--- src/itef_pkg.sv ---
// Package of the transaction event flag block: offsets, flag positions and
// host register map. Both ends and the bench refer to it by package::name.
package itef_pkg;

    // Device register indexes on the link between the two ends.
    localparam logic [2:0] RAW_IRQ_STATUS_IDX = 3'h0;
    localparam logic [2:0] IRQ_CLEAR_IDX = 3'h1;
    localparam logic [2:0] CTRL_COMMAND_IDX = 3'h2;
    localparam logic [2:0] XFER_STATUS_IDX = 3'h3;
    localparam logic [2:0] TX_DATA_IDX = 3'h4;
    localparam logic [2:0] RX_DATA_IDX = 3'h5;

    // Flag positions in the raw status, clear, transfer status and command registers, and the flag reset value.
    localparam int TGT_RD_REQ_BIT = 16;
    localparam int TGT_RD_EMPTY_BIT = 17;
    localparam int TGT_WR_REQ_BIT = 18;
    localparam int CTRL_DONE_BIT = 19;
    localparam int TGT_DONE_BIT = 20;
    localparam int CMD_REJECT_BIT = 16;
    localparam int CMD_READ_BIT = 0;
    localparam logic [4:0] FLAGS_RESET = 5'h00;

    // Host APB map, byte addresses.
    localparam logic [7:0] HOST_CMD_ADDR = 8'h00;
    localparam logic [7:0] HOST_STATUS_ADDR = 8'h04;
    localparam logic [7:0] HOST_IRQ_STATUS_ADDR = 8'h08;
    localparam logic [7:0] HOST_IRQ_CLEAR_ADDR = 8'h0c;
    localparam logic [7:0] HOST_IRQ_ENABLE_ADDR = 8'h10;
    localparam logic [7:0] HOST_RX_DATA_ADDR = 8'h14;
    localparam logic [7:0] HOST_TX_DATA_ADDR = 8'h18;
    localparam logic [2:0] HOST_IRQ_RESET = 3'h0;

endpackage
--- src/itef_link_if.sv ---
// Interface joining the host agent to the flag block register port.
// Assumes one clock shared by both ends; no clocking block.
`timescale 1ns/1ps
interface itef_link_if (
    input wire logic clk_i
);
    logic req;
    logic wr;
    logic [2:0] addr;
    logic [31:0] wdata;
    logic ack;
    logic [31:0] rdata;
    logic irq;

    modport device (input req, wr, addr, wdata, output ack, rdata, irq);
    modport host (output req, wr, addr, wdata, input ack, rdata, irq);
endinterface

--- src/itef_host.sv ---
// Host agent: serves the flag block for software and holds APB registers.
// Assumes the device answers each link request with a one-cycle ack.
//
// The implementer's own choices: the register addresses and the APB slave port.
`timescale 1ns/1ps
module itef_host (
    // Clock and reset.
    input wire logic clk_i,
    input wire logic sys_rst_i,
    // Link to the flag block.
    itef_link_if.host link,
    // APB slave.
    input wire logic psel_i,
    input wire logic penable_i,
    input wire logic pwrite_i,
    input wire logic [7:0] paddr_i,
    input wire logic [31:0] pwdata_i,
    output logic pready_o,
    output logic [31:0] prdata_o,
    output logic pslverr_o,
    // Interrupt.
    output logic irq_o
);

    ////////////////////////////////////////////////////////////////////////////
    // State.

    typedef enum {
        IDLE, RD_RAW, CHECK, RD_STAT, RD_RX, WR_CLR, WR_TX, WR_CMD
    } itef_host_fsm_t;

    typedef struct packed {
        itef_host_fsm_t fsm;
        logic req;
        logic wr;
        logic [2:0] addr;
        logic [31:0] wdata;
        logic [31:0] raw;
        logic [31:0] clr_val;
        logic need_rx;
        logic last_read;
        logic tgt_write;
        logic cmd_pend;
        logic [31:0] cmd;
        logic [15:0] stat;
        logic [7:0] rx;
        logic [7:0] tx;
        logic [2:0] irq_sts;
        logic [2:0] irq_en;
        logic apb_ack;
        logic apb_err;
        logic [31:0] prdata;
    } itef_host_state_t;

    itef_host_state_t st;
    itef_host_state_t next_st;
    logic [2:0] ev;
    logic apb_take;

    ////////////////////////////////////////////////////////////////////////////
    // Next state.

    always_comb begin
        next_st = st;
        ev = 3'h0;
        apb_take = psel_i && penable_i && !st.apb_ack;
        next_st.apb_ack = apb_take;
        next_st.apb_err = 1'b0;

        // Link sequencer; an access is launched only while req is low.
        if (st.req) begin
            if (link.ack) begin
                next_st.req = 1'b0;
                unique case (st.fsm)
                    RD_RAW: begin
                        next_st.raw = link.rdata;
                        next_st.fsm = CHECK;
                    end
                    RD_STAT: begin
                        next_st.stat = link.rdata[15:0];
                        next_st.fsm = st.need_rx ? RD_RX : WR_CLR;
                    end
                    RD_RX: begin
                        next_st.rx = link.rdata[7:0];
                        next_st.fsm = WR_CLR;
                    end
                    WR_CMD: begin
                        next_st.cmd_pend = 1'b0;
                        next_st.fsm = IDLE;
                    end
                    default: next_st.fsm = IDLE;
                endcase
            end
        end else begin
            unique case (st.fsm)
                IDLE: begin
                    if (link.irq || st.cmd_pend) begin
                        next_st.fsm = RD_RAW;
                        next_st.req = 1'b1;
                        next_st.wr = 1'b0;
                        next_st.addr = itef_pkg::RAW_IRQ_STATUS_IDX;
                    end
                end
                CHECK: begin
                    next_st.req = 1'b1;
                    next_st.wr = 1'b0;
                    next_st.addr = itef_pkg::XFER_STATUS_IDX;
                    next_st.clr_val = 32'h0000_0000;
                    // Controller done: status, RX data for a read, then clear.
                    if (st.raw[itef_pkg::CTRL_DONE_BIT]) begin // [RL5]
                        next_st.fsm = RD_STAT;
                        next_st.need_rx = st.last_read;
                        next_st.clr_val[itef_pkg::CTRL_DONE_BIT] = 1'b1;
                        ev[0] = 1'b1;
                    end else if (st.raw[itef_pkg::TGT_DONE_BIT]) begin // [RL9]
                        next_st.fsm = RD_STAT;
                        next_st.need_rx = st.tgt_write;
                        next_st.tgt_write = 1'b0;
                        next_st.clr_val[itef_pkg::TGT_DONE_BIT] = 1'b1;
                        ev[1] = 1'b1;
                    end else if (st.raw[itef_pkg::TGT_WR_REQ_BIT]) begin
                        // A DMA set-up would hook in here; the agent just clears.
                        next_st.fsm = WR_CLR; // [RL3]
                        next_st.req = 1'b0;
                        next_st.tgt_write = 1'b1;
                        next_st.clr_val[itef_pkg::TGT_WR_REQ_BIT] = 1'b1;
                        ev[2] = 1'b1;
                    end else if (st.raw[itef_pkg::TGT_RD_REQ_BIT] || st.raw[itef_pkg::TGT_RD_EMPTY_BIT]) begin
                        next_st.fsm = WR_TX;
                        next_st.wr = 1'b1;
                        next_st.addr = itef_pkg::TX_DATA_IDX;
                        next_st.wdata = {24'h00_0000, st.tx};
                    end else if (st.cmd_pend) begin
                        // Both done flags seen clear, so the command may go.
                        next_st.fsm = WR_CMD; // [RL6] [RL11]
                        next_st.wr = 1'b1;
                        next_st.addr = itef_pkg::CTRL_COMMAND_IDX;
                        next_st.wdata = st.cmd;
                        next_st.last_read = st.cmd[itef_pkg::CMD_READ_BIT];
                    end else begin
                        next_st.fsm = IDLE;
                        next_st.req = 1'b0;
                    end
                end
                RD_RX: begin
                    next_st.req = 1'b1;
                    next_st.wr = 1'b0;
                    next_st.addr = itef_pkg::RX_DATA_IDX;
                end
                WR_CLR: begin
                    next_st.req = 1'b1;
                    next_st.wr = 1'b1;
                    next_st.addr = itef_pkg::IRQ_CLEAR_IDX;
                    next_st.wdata = st.clr_val;
                end
                default: next_st.req = 1'b1;
            endcase
        end

        // APB register file, answered one cycle into the access phase.
        if (apb_take) begin
            next_st.prdata = 32'h0000_0000;
            unique case (paddr_i)
                itef_pkg::HOST_CMD_ADDR: begin
                    if (pwrite_i) begin
                        next_st.cmd = pwdata_i;
                        next_st.cmd_pend = 1'b1;
                    end
                end
                itef_pkg::HOST_STATUS_ADDR: next_st.prdata = {15'h0000, st.cmd_pend, st.stat};
                itef_pkg::HOST_IRQ_STATUS_ADDR: next_st.prdata = {29'h0000_0000, st.irq_sts};
                itef_pkg::HOST_IRQ_CLEAR_ADDR: begin
                    if (pwrite_i) begin
                        next_st.irq_sts = st.irq_sts & ~pwdata_i[2:0];
                    end
                end
                itef_pkg::HOST_IRQ_ENABLE_ADDR: begin
                    if (pwrite_i) begin
                        next_st.irq_en = pwdata_i[2:0];
                    end
                    next_st.prdata = {29'h0000_0000, st.irq_en};
                end
                itef_pkg::HOST_RX_DATA_ADDR: next_st.prdata = {24'h00_0000, st.rx};
                itef_pkg::HOST_TX_DATA_ADDR: begin
                    if (pwrite_i) begin
                        next_st.tx = pwdata_i[7:0];
                    end
                    next_st.prdata = {24'h00_0000, st.tx};
                end
                default: next_st.apb_err = 1'b1;
            endcase
        end
        // Events are applied after the clear so that a new one is kept.
        next_st.irq_sts = next_st.irq_sts | ev;
    end

    ////////////////////////////////////////////////////////////////////////////
    // Registers.

    always_ff @(posedge clk_i) begin
        if (sys_rst_i) begin
            st <= '0;
            st.fsm <= IDLE;
            st.irq_sts <= itef_pkg::HOST_IRQ_RESET;
        end else begin
            st <= next_st;
        end
    end

    // Outputs.
    assign link.req = st.req;
    assign link.wr = st.wr;
    assign link.addr = st.addr;
    assign link.wdata = st.wdata;
    assign pready_o = st.apb_ack;
    assign prdata_o = st.prdata;
    assign pslverr_o = st.apb_err;
    assign irq_o = |(st.irq_sts & st.irq_en);

endmodule // itef_host

--- src/flat_wrapper.sv ---
// flat-port wrapper written by rule: the top's interface ports become plain ports
module itef_host_flat 
  (clk_i, sys_rst_i, psel_i, penable_i, pwrite_i, paddr_i, pwdata_i, pready_o, prdata_o, pslverr_o, irq_o, link_req, link_wr, link_addr, link_wdata, link_ack, link_rdata, link_irq);
  itef_link_if link_i (.clk_i(clk_i));
  input wire logic clk_i;
  input wire logic sys_rst_i;
  input wire logic psel_i;
  input wire logic penable_i;
  input wire logic pwrite_i;
  input wire logic [7:0] paddr_i;
  input wire logic [31:0] pwdata_i;
  output logic pready_o;
  output logic [31:0] prdata_o;
  output logic pslverr_o;
  output logic irq_o;
  output wire logic [$bits(link_i.req)-1:0] link_req;
  output wire logic [$bits(link_i.wr)-1:0] link_wr;
  output wire logic [$bits(link_i.addr)-1:0] link_addr;
  output wire logic [$bits(link_i.wdata)-1:0] link_wdata;
  input wire logic [$bits(link_i.ack)-1:0] link_ack;
  input wire logic [$bits(link_i.rdata)-1:0] link_rdata;
  input wire logic [$bits(link_i.irq)-1:0] link_irq;
  assign link_req = link_i.req;
  assign link_wr = link_i.wr;
  assign link_addr = link_i.addr;
  assign link_wdata = link_i.wdata;
  assign link_i.ack = link_ack;
  assign link_i.rdata = link_rdata;
  assign link_i.irq = link_irq;
  itef_host u_core (.clk_i(clk_i), .sys_rst_i(sys_rst_i), .link(link_i), .psel_i(psel_i), .penable_i(penable_i), .pwrite_i(pwrite_i), .paddr_i(paddr_i), .pwdata_i(pwdata_i), .pready_o(pready_o), .prdata_o(prdata_o), .pslverr_o(pslverr_o), .irq_o(irq_o));
endmodule
--- config.mk ---
export PLATFORM = sky130hd
export DESIGN_NAME = itef_host_flat
export DESIGN_NICKNAME = d
export VERILOG_FILES = /design/src/itef_pkg.sv /design/src/itef_link_if.sv /design/src/itef_host.sv /design/src/flat_wrapper.sv
export SDC_FILE = /design/constraint.sdc
export NUM_CORES = 1
export LEC_CHECK = 0
export BUFFER_PORTS_ARGS = -buffer_cell sky130_fd_sc_hd__buf_4
export CORE_UTILIZATION = 45
export DETAILED_ROUTE_END_ITERATION = 10
export GPL_ROUTABILITY_DRIVEN = 0
export PLACE_DENSITY = 0.79
export REMOVE_ABC_BUFFERS = 1
export SKIP_LAST_GASP = 1
export SYNTH_ARGS = -nofsm -noshare
export SYNTH_HDL_FRONTEND = slang
export SYNTH_SLANG_ARGS = --single-unit
--- constraint.sdc ---
create_clock -name clk_i -period 4.5 [get_ports clk_i]
set_input_delay 0.9 -clock clk_i [delete_from_list [all_inputs] [get_ports clk_i]]
set_output_delay 0.9 -clock clk_i [all_outputs]
set_load 0.005 [all_outputs]
==> flow_summary.ini <==
[sta]
final-hold-violation-count = 0
grt_setup_unrepaired = no
max_freq_ghz = 0.380
setup_violations = 0
setup_slack_ns = 1.87
relSlewSlack_pct = 26.5
fin_tns_setup_ns = 0
maxSlewViolCount = 0
worst_pin_slew_ns = 1.10
fin_crit_ns = 2.63
skew_ns = 0.00986
period_share_pct = 58.5

[grt]
use_met3_pct = 6.32
first_global_vias = 4806
grt_pass1_wl_mm = 23.9
grt_usage_pct = 20.9
grt_max_degree = 59
grt_use_met1_pct = 27.3
antenna_found_initial = 0
grt_busiest_layer = met2
grt.overflow.total = 0
met2_usage_pct = 33.5

[synth]
synthArstFlopShare_pct = 0
synth_top_area_cell = dfxtp_1
ys_ff_latch = 141
netlist_area_sq_mm = 0.00628
synthAdderAreaFrac_pct = 0
synth_top_family_by_area = simple AND/OR/NAND/NOR gates
synth.area.top_cells = dfxtp_1 45%, nand2_1 8.2%, buf_4 8.0%, a21oi_1 6.3%, mux2i_1 4.5%
yosysTopAreaCellShare_pct = 44.9
ys_seq_area_share_pct = 44.9
synth-simple-area-share_pct = 20.5
dominantRegCellSynth = dfxtp_1
synthMuxAreaShare_pct = 4.64
synth_xor_xnor_area_share_pct = 0
yosys_warnings = 0
synth_cell_types = 57
synth_edf_count = 0
syn_area_per_cell_sq_um = 8.34
synthCells = 754
synth_compound_area_share_pct = 17.7

[critical_path]
endpoint_kind = register
crit_end = u_core.link.wdata[11]
startpoint_type = register
crit_arrival_ns = 2.96
cp_max_fo = 24
rrSetupSlack_ns = 1.87
worst-setup-path-type = reg2reg
reg2regPathDepth = 4
required_ns = 4.82
reg2reg_to = u_core.link.wdata[11]
startpoint = u_core.st[210]
r2r-start = u_core.st[210]

[flow_run]
cap_violations = 0

[layout]
diodes = 0
drive_above_1_share_pct = 22.5
area_growth_pct = 17.4
layoutNonFillerInstCount = 984
postLayoutCellArea_sq_mm = 0.00738
mostFrequentLayoutCells = 141 x dfxtp_1, 137 x nand2_1, 130 x buf_4
nets = 875
nFillCells = 1272
mostFrequentLayoutCell = dfxtp_1

[placed_design]
portBuffers = 124
dp_hpwl_mm = 9.79
place_ws_ns = 1.57
dp_cells = 953
placed_area_sq_mm = 0.00681

[pwr]
finalPower_mw = 2.75
irDropWorstVdd_mv = 0.249
p_leak_nw = 2.86
power_density_mw_per_mm2 = 372

[die]
coreArea_sq_mm = 0.0135
rows = 42
ioPinCount = 151
die_area_sq_mm = 0.0144
dieHeight_um = 120
start_util_pct = 46.7
chipWidth_um = 120

[detailed_routing]
drt-total-wl_mm = 14.8
drtAntennaViolNets = 0
first_pass_iters = 5
drc_errors = 0
wire_per_inst_um = 15.0
drt_iter0_drc = 326
vias = 5215
viasPerCell = 5.30

[clock_tree]
clock-sinks = 141
clk_pin_slew_ns = 0.06
numCtsBuffers = 17
ctsHtreeMaxLevel = 4
cts-root-buf = clkbuf_16
cts_tree = yes
cts_resized = 0
clockBufferDepth = 2
hold_buffers = 0
clk_latency_ns = 0.41
post_cts_buffers = 0

[worst_hold_path]
min_path_type = reg2reg

[status]
status = finished clean
[synth_stat cells, types with 2 or more instances]
cell	count
or3_1	7
dfxtp_1	141
nand3b_1	2
a21oi_2	7
a22oi_1	22
buf_6	4
nor4_2	2
nor2b_1	3
a211oi_1	3
nand3_2	7
o31ai_1	2
clkbuf_1	43
nand2_1	137
nand3_1	17
a31oi_1	6
mux2i_1	28
a2bb2oi_1	2
and4_1	2
and3b_1	2
nor3_1	10
a22o_1	5
o21ai_0	29
o2bb2ai_1	7
or2_2	2
inv_1	7
buf_2	6
a32oi_1	3
buf_4	67
nor3b_1	2
nand2b_1	3
nor2_1	66
a221oi_1	3
a21oi_1	79
nand4_1	5
[state kept, by name, indices dropped and copies added, names as in the netlist]
name               count
u_core.pready_o        1
u_core.pslverr_o       1
u_core.link.req        1
u_core.prdata_o       17
u_core.link.wr         1
u_core.link.wdata     32
u_core.link.addr       3
u_core.st             85
[where the power goes]
| part | total, mW | internal, mW | switching, mW |
|---|---|---|---|
| clock | 1.35 | 0.856 | 0.499 |
| sequential | 1.26 | 1.25 | 0.00847 |
| combinational | 0.130 | 0.0592 | 0.0710 |
[stage by stage]
| stage | hold WS [ns] | util (%) |
|---|---|---|
| 2_1_floorplan | 0.426 | - |
| 3_3_place_gp | 0.438 | 50.6 |
| 3_5_place_dp | 0.445 | 50.6 |
| 4_1_cts | 0.452 | 54.8 |
| 5_1_grt | 0.468 | 54.8 |
| 6_report | 0.450 | 54.8 |
[critical path: stages (launching register included)]
cell and delay [ns]:
dfxtp_1 0.58, or4b_4 0.60, o32ai_4 0.97, nand3_1 0.17
a21oi_1 0.23
[layer usage]
metal  part of all wire, %  up-vias
met1                    44     2435
met5                     0        -
met2                    47      173
met3                   7.0       16
met4                   1.3        0
li1                      -     2591
[cell families after synthesis]
family | count (synthesis)
other | 1
DFF | 141
buffers and inverters | 128
and+or+nand+nor | 278
muxes | 29
AOI/OAI and AO/OA | 177
[area by class of cell]
| class | instances | area, sq um | share of cell area, % |
|---|---|---|---|
| flip-flops and latches | 141 | 2820 | 38.3 |
| multi-input cells | 499 | 2760 | 37.4 |
| repair buffers | 130 | 976 | 13.2 |
| clock buffers | 25 | 485 | 6.58 |
| well taps | 176 | 220 | 2.99 |
| clock inverters | 6 | 85.1 | 1.15 |
| inverters | 7 | 26.3 | 0.356 |
[worst min-delay path by stage]
stage	cells after the start	to	from	slack, ns
global placement	2	u_core.st[91]	u_core.st[91]	0.44
global route	2	u_core.st[89]	u_core.st[89]	0.47
detailed placement	2	u_core.link.wdata[21]	u_core.link.wdata[21]	0.44
CTS	2	u_core.st[89]	u_core.st[89]	0.45
finish	2	u_core.st[87]	u_core.st[87]	0.45
floorplan	2	u_core.st[90]	u_core.st[90]	0.43
(Power assumes the default switching activity.)
